**src/hdl/lutx_defines.svh**
```systemverilog
// Purpose: constants for the low-energy serial transmitter block
// Assumes: APB slave, 32-bit words, byte offsets multiple of four
// Notes:   offsets, fields and constants used by the design files
`ifndef LUTX_DEFINES_SVH
`define LUTX_DEFINES_SVH
`define LUTX_ADDR_W        8
`define LUTX_OFF_CTRL      8'h00
`define LUTX_OFF_CMD       8'h04
`define LUTX_OFF_STATUS    8'h08
`define LUTX_OFF_CLKDIV    8'h0C
`define LUTX_OFF_IF        8'h10
`define LUTX_OFF_IFC       8'h14
`define LUTX_OFF_TXDATA    8'h18
`define LUTX_OFF_TXDATAX   8'h1C
`define LUTX_CTRL_WORD9    0
`define LUTX_CTRL_PAR_LO   2
`define LUTX_CTRL_PAR_HI   3
`define LUTX_CTRL_STOP2    4
`define LUTX_CTRL_FLIP     5
`define LUTX_CTRL_BIT8DEF  6
`define LUTX_CTRL_W        7
`define LUTX_CMD_ON        0
`define LUTX_CMD_OFF       1
`define LUTX_ST_ON         0
`define LUTX_ST_DONE       1
`define LUTX_ST_LEVEL      2
`define LUTX_IF_DONE       0
`define LUTX_IF_LEVEL      1
`define LUTX_IF_OVF        2
`define LUTX_DIV_HI        16
`define LUTX_DIV_LO        3
`define LUTX_FRAC_ONE      12'h100
`define LUTX_PAR_EVEN      2'h2
`define LUTX_PAR_ODD       2'h3
`endif

```
**src/hdl/lutx_pkg.sv**
```systemverilog
// Purpose: types shared by the transmitter files
// Assumes: nothing
// Notes:   one-hot state codes
package lutx_pkg;
    typedef enum logic [4:0] {
        LUTX_IDLE   = 5'b00001,
        LUTX_START  = 5'b00010,
        LUTX_DATA   = 5'b00100,
        LUTX_PARITY = 5'b01000,
        LUTX_STOP   = 5'b10000
    } lutx_state_e;
    typedef logic [8:0] lutx_word_t;
endpackage : lutx_pkg

```
**src/hdl/lutx_baud.sv**
```systemverilog
// Purpose: fractional bit-period tick generator
// Assumes: divider value in 1/256 units, low three bits zero
// Notes:   restart realigns the bit period to a frame start
`include "lutx_defines.svh"
module lutx_baud
    import lutx_pkg::*;
#(
    parameter int DIV_W = 14
) (
    input  wire logic             clock,
    input  wire logic             rst_n,
    input  wire logic             ce,
    input  wire logic             restart,
    input  wire logic [DIV_W+2:0] divider,
    output logic                  tick
);
    localparam int ACC_W = DIV_W + 4;
    if (DIV_W != 14) begin : g_div_check
        $error("lutx_baud: divider must be 14 bits");
    end
    logic [ACC_W-1:0] acc_reg;
    logic [ACC_W-1:0] period;
    // period = 256 + divider; accumulator steps 256 (one whole clock) per input clock
    assign period = ACC_W'(`LUTX_FRAC_ONE) + ACC_W'(divider);
    // average rate exact by carrying the remainder
    always_ff @(posedge clock or negedge rst_n) begin
        if (!rst_n) begin
            acc_reg <= '0;
            tick    <= 1'b0;
        end else if (ce) begin
            if (restart) begin
                // preload one step: tick is registered, else start bit runs a clock long
                acc_reg <= ACC_W'(`LUTX_FRAC_ONE);
                tick    <= 1'b0;
            end else if (acc_reg + ACC_W'(`LUTX_FRAC_ONE) >= period) begin
                acc_reg <= acc_reg + ACC_W'(`LUTX_FRAC_ONE) - period;
                tick    <= 1'b1;
            end else begin
                acc_reg <= acc_reg + ACC_W'(`LUTX_FRAC_ONE);
                tick    <= 1'b0;
            end
        end
    end
endmodule : lutx_baud

```
**src/hdl/lutx_shift.sv**
```systemverilog
// Purpose: frame serialiser for one buffered word
// Assumes: settings stable during a frame
// Notes:   line output is the uninverted level; top flips it
`include "lutx_defines.svh"
module lutx_shift
    import lutx_pkg::*;
(
    input  wire logic       clock,
    input  wire logic       rst_n,
    input  wire logic       ce,
    input  wire logic       abort,
    input  wire logic       tick,
    input  wire logic       load,
    input  wire lutx_word_t word,
    input  wire logic       word9,
    input  wire logic [1:0] parity_sel,
    input  wire logic       stop2,
    output logic            busy,
    output logic            frame_end,
    output logic            line
);
    lutx_state_e state_reg;
    lutx_word_t  sh_reg;
    logic [3:0]  cnt_reg;
    logic        par_reg;
    logic        pen;
    assign pen  = parity_sel[1];
    assign busy = (state_reg != LUTX_IDLE);
    function automatic logic par_of(input lutx_word_t w, input logic nine,
                                    input logic odd);
        par_of = (^w[7:0]) ^ (nine & w[8]) ^ odd;
    endfunction : par_of
    always_ff @(posedge clock or negedge rst_n) begin
        if (!rst_n) begin
            state_reg <= LUTX_IDLE;
            sh_reg    <= '0;
            cnt_reg   <= '0;
            par_reg   <= 1'b0;
            line      <= 1'b1;
            frame_end <= 1'b0;
        end else if (ce) begin
            frame_end <= 1'b0;
            if (abort) begin
                state_reg <= LUTX_IDLE;
                line      <= 1'b1;
            end else begin
                case (state_reg)
                LUTX_IDLE: begin
                    if (load) begin
                        sh_reg    <= word;
                        // parity for even/odd count of ones
                        par_reg   <= par_of(word, word9, parity_sel == `LUTX_PAR_ODD);
                        state_reg <= LUTX_START;
                        line      <= 1'b0;   // start bit, one period
                    end
                end
                LUTX_START: begin
                    if (tick) begin
                        line      <= sh_reg[0];
                        cnt_reg   <= '0;
                        state_reg <= LUTX_DATA;
                    end
                end
                LUTX_DATA: begin
                    if (tick) begin
                        // 8 or 9 data bits
                        if (cnt_reg == (word9 ? 4'h8 : 4'h7)) begin
                            cnt_reg <= '0;
                            if (pen) begin
                                line      <= par_reg;
                                state_reg <= LUTX_PARITY;
                            end else begin
                                line      <= 1'b1;
                                state_reg <= LUTX_STOP;
                            end
                        end else begin
                            sh_reg  <= {1'b0, sh_reg[8:1]};
                            line    <= sh_reg[1];
                            cnt_reg <= cnt_reg + 4'h1;
                        end
                    end
                end
                LUTX_PARITY: begin
                    if (tick) begin
                        line      <= 1'b1;
                        state_reg <= LUTX_STOP;
                    end
                end
                LUTX_STOP: begin
                    if (tick) begin
                        // one or two stop bits
                        if (cnt_reg == (stop2 ? 4'h1 : 4'h0)) begin
                            frame_end <= 1'b1;
                            if (load) begin
                                // back to back, no gap
                                sh_reg    <= word;
                                par_reg   <= par_of(word, word9,
                                                    parity_sel == `LUTX_PAR_ODD);
                                line      <= 1'b0;
                                state_reg <= LUTX_START;
                            end else begin
                                state_reg <= LUTX_IDLE;
                            end
                            cnt_reg <= '0;
                        end else begin
                            cnt_reg <= cnt_reg + 4'h1;
                        end
                    end
                end
                default: state_reg <= LUTX_IDLE;
                endcase
            end
        end
    end
endmodule : lutx_shift

```
**src/hdl/lutx_top.sv**
```systemverilog
// Purpose: low-energy serial transmitter with APB register file
// Assumes: single clock, APB answers with zero wait states
// Notes:   receiver not present; polarity flip applies to output only
//
// The APB slave port and the address map were left to the implementer.
`include "lutx_defines.svh"
module lutx_top
    import lutx_pkg::*;
#(
    parameter int DIV_W = 14
) (
    input  wire logic        CLOCK,
    input  wire logic        RST_N,
    input  wire logic        CE,
    input  wire logic        PSEL,
    input  wire logic        PENABLE,
    input  wire logic        PWRITE,
    input  wire logic [7:0]  PADDR,
    input  wire logic [31:0] PWDATA,
    output logic      [31:0] PRDATA,
    output logic             PREADY,
    output logic             PSLVERR,
    output logic             TX_LINE
);
    if (DIV_W != 14) begin : g_div_check
        $error("lutx_top: divider must be 14 bits");
    end
    logic [`LUTX_CTRL_W-1:0]   ctrl_reg;
    logic [DIV_W+2:0]          div_reg;
    logic                      on_reg;
    logic                      done_reg;
    logic [2:0]                flag_reg;
    lutx_word_t                buf_reg;
    logic                      full_reg;
    logic                      wr_acc;
    logic                      rd_acc;
    logic                      data_wr;
    logic                      cmd_wr;
    logic                      tick;
    logic                      busy;
    logic                      frame_end;
    logic                      line;
    logic                      load;
    logic                      abort;
    logic                      flip_line;
    logic                      word9;
    lutx_word_t                wr_word;
    logic                      taken;
    assign wr_acc  = PSEL && PENABLE && PWRITE;
    assign rd_acc  = PSEL && !PENABLE && !PWRITE;
    assign data_wr = wr_acc && (PADDR == `LUTX_OFF_TXDATA || PADDR == `LUTX_OFF_TXDATAX);
    assign cmd_wr  = wr_acc && (PADDR == `LUTX_OFF_CMD);
    assign word9   = ctrl_reg[`LUTX_CTRL_WORD9];
    // ninth bit from default on 8-bit write, given on extended write
    assign wr_word = (PADDR == `LUTX_OFF_TXDATAX) ? PWDATA[8:0]
                   : {ctrl_reg[`LUTX_CTRL_BIT8DEF], PWDATA[7:0]};
    // shifter takes the buffer only while enabled
    assign load    = on_reg && full_reg;
    assign abort   = cmd_wr && PWDATA[`LUTX_CMD_OFF];
    function automatic logic is_mapped(input logic [7:0] a);
        is_mapped = (a == `LUTX_OFF_CTRL) || (a == `LUTX_OFF_CMD) ||
                    (a == `LUTX_OFF_STATUS) || (a == `LUTX_OFF_CLKDIV) ||
                    (a == `LUTX_OFF_IF) || (a == `LUTX_OFF_IFC) ||
                    (a == `LUTX_OFF_TXDATA) || (a == `LUTX_OFF_TXDATAX);
    endfunction : is_mapped
    lutx_baud #(
        .DIV_W   (DIV_W)
    ) u_baud (
        .clock   (CLOCK),
        .rst_n   (RST_N),
        .ce      (CE),
        .restart (!busy),
        .divider (div_reg),
        .tick    (tick)
    );
    lutx_shift u_shift (
        .clock      (CLOCK),
        .rst_n      (RST_N),
        .ce         (CE),
        .abort      (abort),
        .tick       (tick),
        .load       (load),
        .word       (buf_reg),
        .word9      (word9),
        .parity_sel (ctrl_reg[`LUTX_CTRL_PAR_HI:`LUTX_CTRL_PAR_LO]),
        .stop2      (ctrl_reg[`LUTX_CTRL_STOP2]),
        .busy       (busy),
        .frame_end  (frame_end),
        .line       (line)
    );
    // buffer empties on an idle load, or on a reload seen one clock later
    // as frame_end with the shifter still busy
    assign taken = (load && !busy) || (frame_end && busy);
    // control and divider words
    always_ff @(posedge CLOCK or negedge RST_N) begin
        if (!RST_N) begin
            ctrl_reg <= '0;   // parity off by default
            div_reg  <= '0;
        end else if (CE && wr_acc) begin
            if (PADDR == `LUTX_OFF_CTRL) begin
                ctrl_reg <= PWDATA[`LUTX_CTRL_W-1:0];
            end
            if (PADDR == `LUTX_OFF_CLKDIV) begin
                // 9.5 fixed point, low three bits forced zero
                div_reg <= {PWDATA[`LUTX_DIV_HI:`LUTX_DIV_LO], 3'h0};
            end
        end
    end
    // one-shot on/off; off wins when both are written
    always_ff @(posedge CLOCK or negedge RST_N) begin
        if (!RST_N) begin
            on_reg <= 1'b0;
        end else if (CE && cmd_wr) begin
            if (PWDATA[`LUTX_CMD_OFF]) begin
                on_reg <= 1'b0;
            end else if (PWDATA[`LUTX_CMD_ON]) begin
                on_reg <= 1'b1;
            end
        end
    end
    // single-word transmit buffer
    always_ff @(posedge CLOCK or negedge RST_N) begin
        if (!RST_N) begin
            buf_reg  <= '0;
            full_reg <= 1'b0;
        end else if (CE) begin
            if (data_wr && !full_reg) begin
                buf_reg  <= wr_word;
                full_reg <= 1'b1;
            end else if (taken) begin
                full_reg <= 1'b0;
            end
        end
    end
    // status and sticky flags; hardware set wins over IFC clear, a data write wins over done set
    always_ff @(posedge CLOCK or negedge RST_N) begin
        if (!RST_N) begin
            done_reg <= 1'b0;
            flag_reg <= '0;
        end else if (CE) begin
            if (data_wr && !full_reg) begin
                done_reg <= 1'b0;
            end else if (frame_end && !full_reg) begin
                done_reg <= 1'b1;
            end
            if (frame_end && !full_reg) begin
                flag_reg[`LUTX_IF_DONE] <= 1'b1;
            end else if (wr_acc && PADDR == `LUTX_OFF_IFC && PWDATA[`LUTX_IF_DONE]) begin
                flag_reg[`LUTX_IF_DONE] <= 1'b0;
            end
            if (data_wr && full_reg) begin
                flag_reg[`LUTX_IF_OVF] <= 1'b1;
            end else if (wr_acc && PADDR == `LUTX_OFF_IFC && PWDATA[`LUTX_IF_OVF]) begin
                flag_reg[`LUTX_IF_OVF] <= 1'b0;
            end
            if (data_wr && !full_reg) begin
                flag_reg[`LUTX_IF_LEVEL] <= 1'b0;
            end else if (taken) begin
                flag_reg[`LUTX_IF_LEVEL] <= 1'b1;
            end else if (wr_acc && PADDR == `LUTX_OFF_IFC && PWDATA[`LUTX_IF_LEVEL]) begin
                flag_reg[`LUTX_IF_LEVEL] <= 1'b0;
            end
        end
    end
    // line output; flipped polarity inverts every bit and the idle level
    assign flip_line = ctrl_reg[`LUTX_CTRL_FLIP] ? ~line : line;
    always_ff @(posedge CLOCK or negedge RST_N) begin
        if (!RST_N) begin
            TX_LINE <= 1'b1;
        end else if (CE) begin
            TX_LINE <= flip_line;
        end
    end
    // apb answer: zero wait, error on unmapped address
    always_ff @(posedge CLOCK or negedge RST_N) begin
        if (!RST_N) begin
            PRDATA  <= '0;
            PREADY  <= 1'b0;
            PSLVERR <= 1'b0;
        end else if (CE) begin
            PREADY  <= PSEL && !PENABLE;
            PSLVERR <= PSEL && !PENABLE && !is_mapped(PADDR);
            PRDATA  <= '0;
            if (rd_acc) begin
                case (PADDR)
                `LUTX_OFF_CTRL:   PRDATA <= 32'(ctrl_reg);
                `LUTX_OFF_CLKDIV: PRDATA <= 32'(div_reg);
                `LUTX_OFF_IF:     PRDATA <= 32'(flag_reg);
                `LUTX_OFF_STATUS: begin
                    PRDATA[`LUTX_ST_ON]    <= on_reg;
                    PRDATA[`LUTX_ST_DONE]  <= done_reg;
                    PRDATA[`LUTX_ST_LEVEL] <= !full_reg;
                end
                default: PRDATA <= '0;
                endcase
            end
        end
    end
endmodule : lutx_top

```
**config.mk**
```make
export PLATFORM = sky130hd
export DESIGN_NAME = lutx_top
export DESIGN_NICKNAME = d
export VERILOG_FILES = /design/src/hdl/lutx_pkg.sv /design/src/hdl/lutx_baud.sv /design/src/hdl/lutx_shift.sv /design/src/hdl/lutx_top.sv
export VERILOG_INCLUDE_DIRS = /design/src /design/src/hdl
export SDC_FILE = /design/constraint.sdc
export NUM_CORES = 1
export LEC_CHECK = 0
export BUFFER_PORTS_ARGS = -buffer_cell sky130_fd_sc_hd__buf_2
export CELL_PAD_IN_SITES_DETAIL_PLACEMENT = 1
export CELL_PAD_IN_SITES_GLOBAL_PLACEMENT = 2
export CORE_MARGIN = 1.5
export CORE_UTILIZATION = 30
export CTS_CLUSTER_DIAMETER = 150
export DETAILED_ROUTE_END_ITERATION = 8
export GPL_ROUTABILITY_DRIVEN = 1
export PLACE_DENSITY_LB_ADDON = 0.1
export SLEW_MARGIN = 10
export SYNTH_ARGS = -nofsm -noshare
export SYNTH_HDL_FRONTEND = slang
export SYNTH_HIERARCHICAL = 1
export SYNTH_SLANG_ARGS = --single-unit
```
**constraint.sdc**
```tcl
create_clock -name CLOCK -period 2.5 [get_ports CLOCK]
set_input_delay 0.375 -clock CLOCK [delete_from_list [all_inputs] [get_ports CLOCK]]
set_output_delay 0.375 -clock CLOCK [all_outputs]
set_load 0.01 [all_outputs]
```
==> results.md <==
* Library cells used by synthesis at 85
* Peak supply drop at 0.435 mV
* CP arrival at 2.98 ns
* Lkg Pwr at 0.00371 uW
* Worst EP required at 2.74 ns
* Port bufs at 50
* Drt first pass iters at 4
* CTS clock-pin slew for the worst setup and hold paths at 0.08 ns
* Mapped Avg Cell Area at 10.0 sq um
* PD cells at 1080 mW/mm^2
* Hpwl dp at 14.6 mm
* Tightest Pin Transition at 0.772 ns
* Final #Nets at 832
* Post-synthesis async set-or-reset flop share at 100%
* Root buf cell: clkbuf_16
* Fin cells at 1039
* RSZ-0062 raised after global routing: true
* Max FFs per register at 18
* GP Congestion at 0.829
* WL final at 19.7 mm
* Final Instance Area at 0.00825 sq mm
* Mapped Cells at 615
* Met1 Wirelength at 10.1 mm
* Global-route wire length before repair at 31.7 mm
* Die width at 146 um
* Final Hold Fails at 0
* Layout Skew at 0.00908 ns
* Yosys reg bits at 96
* H-tree Lvls at 3
* Die height at 146 um
* Rows at 52
* Core ar. at 0.0202 sq mm
* Placed Area at 0.00737 sq mm
* Tot GR Track Use at 18.9%
* N_diodes at 0
* WS Path Type: register to register
* Fmax achieved at 365 MHz
* CTS max path bufs at 2
* Setup TNS at -2.69 ns
* Post-Synthesis Cell Area at 0.00615 sq mm
* WL met3 at 423 um
* Initial antenna violation count at 0
* Met2 WL at 8.96 mm
* Yosys warning count at 6
* Layout cell share with drive strength beyond 1 at 37.3%
* Most frequent cells in the layout: buf_4 (96), dfrtp_1 (91), buf_2 (49), inv_1 (31), mux2_2 (30)
* Routed Antenna Nets at 0
* Critical-path maximum fanout at 6
* Final worst setup slack at -0.238 ns
* CTS tree: done
* Clk sinks at 96
* Top Metal Used: met4
* CTS buffer count at 9
* Die Area at 0.0214 sq mm
* Clock Latency Late Sink at 0.36 ns
* Max-slew violation count at 0
* # setup viols final at 19
* Post-synth EDFFs at 0
* CP Capture Type: register
* Status: finished, violations left
* DRT iter0 DRCs at 200
* Via count of the first global-routing pass at 5718
* Drt wl/cell at 19.0 um
* Violated checks: negative setup slack
* Final Util at 40.9%
* Largest net degree at the start of global routing at 36
* Startpoint Class: register
* Max-Cap Viols at 0
* Worst slew margin at 48.0%
* Grt total ovfl at 0
* Detailed-route via count at 5319
* Placed cell count at 1008
* Leading cell type in the layout, fill and taps excluded: buf_4
* Initial Utilization at 30.5%
* Filler cells at 2306
* Type of the tightest min-delay check: input pin to register
* Top Ports at 81
* Via density at 5.12
* Top FF cell, synth: dfrtp_1
* Tcrit/Tclk final at 110%
* Area growth, synth to finish at 34.1%
* Period minus WS final at 2.74 ns
* Register area share after synthesis at 39.1%
* Drc violations at 0
power breakdown:
part           total (uW)  internal, uW  switching, uW  leakage (uW)
Sequential           2120          1840            284       0.00129
Clock                1420           701            718      0.000141
Combinational        5390          2650           2740       0.00229
path summary, 6_finish.rpt:
path,end,start,cells after the start,slack [ns]
max reg2reg,u_baud/acc_reg[15],u_baud/acc_reg[8],14,-0.24
max,u_baud/acc_reg[15],u_baud/acc_reg[8],14,-0.24
min in group asynchronous,u_baud/acc_reg[8],RST_N,2,0.53
min reg2reg,PRDATA[4],PRDATA[4],1,0.50
min,div_reg[15],PWDATA[15],2,0.25
max in group asynchronous,TX_LINE,RST_N,3,1.28
Yosys cell counts (all sizes together), types with 3 or more instances:
master	number	area, sq um
or3	3	28.8
a22oi	11	82.6
and2	7	45.1
nand2b	10	62.6
o21a	7	52.6
a21boi	4	30.0
nand4	5	31.3
o22ai	3	18.8
and3	7	43.8
dfrtp	93	2330
nand3	27	135
a21oi	35	183
o2bb2ai	21	184
buf	23	178
mux2i	16	160
xor2	18	158
inv	31	116
o311ai	4	42.6
nor3	6	30.0
or2	3	18.8
or4	3	26.3
xnor2	27	236
nand4b	3	26.3
nor3b	5	42.5
a22o	11	96.3
nand3b	5	37.5
dfstp	3	78.8
o21ai	24	124
nor4	6	58.8
a31oi	13	96.3
nor2b	6	37.5
nor2	32	123
mux2	30	338
ha	21	263
o211ai	6	50.1
a21o	8	67.6
clkbuf	16	60.1
nand2	24	90.1
a211oi	4	35.0
cell type report:
class                           count  area [sq um]  area share (%)
Clock buffer                        9           225            2.73
Tap cell                          270           338            4.09
Clock inverter                      7          61.3           0.743
Timing Repair Buffer              159          1160            14.0
Inverter                           33           124            1.50
Multi-Input combinational cell    465          3940            47.7
Sequential cell                    96          2410            29.2
metal layers:
| layer | up-vias | global-route usage, % |
|---|---|---|
| met5 | - | 0 |
| met2 | 63 | 30.4 |
| met4 | 0 | 4.70 |
| met1 | 2702 | 26.9 |
| li1 | 2540 | - |
| met3 | 14 | 2.63 |
kinds of logic (layout without fill, tap and decap cells):
| kind of cell | Yosys count | count (layout) | share of synthesized area [%] |
|---|---|---|---|
| AND/OR/NAND/NOR | 158 | 158 | 14.5 |
| AO/OA/AOI/OAI | 175 | 176 | 21.3 |
| buffers and inverters | 72 | 208 | 5.88 |
| adder cells (fa/ha/maj) | 22 | 22 | 4.60 |
| XOR/XNOR | 45 | 45 | 6.41 |
| multiplexers | 46 | 46 | 8.09 |
| flip-flops | 96 | 96 | 39.1 |
| other | 1 | 18 | 0.0609 |
worst max-delay path: stages, from the launching register on:
cell      delay [ns]
dfrtp_2         0.43
buf_4           0.13
nand3_2         0.07
xnor2_1         0.13
buf_4           0.16
ha_4            0.28
buf_4           0.12
nand4_1         0.17
nor4_4          0.27
nor2_4          0.07
a21o_4          0.26
buf_12          0.14
nor3b_2         0.14
o21ai_1         0.13
o211ai_1        0.10
through the flow:
stage / setup slack (ns) / hold slack [ns] / total power [uW]
after floorplan: -0.115 / 0.0794 / 4890
after global placement: -0.312 / 0.391 / 6360
after detailed placement: -0.389 / 0.393 / 6490
after CTS: -0.239 / 0.235 / 8650
after global routing: -0.339 / 0.236 / 9540
final: -0.238 / 0.248 / 8930
timing repair:
item | 4_1_cts | 5_1_grt
buffers inserted | 9 | 4
hold buffers | 1 | 0
gates resized for setup | 56 | 27
pin swaps | 39 | 14
endpoints found under the hold margin | 1 | 0
endpoints found under the setup margin | 19 | 19
cloned | 1 | 0
Power figures use the tool's default switching activity.
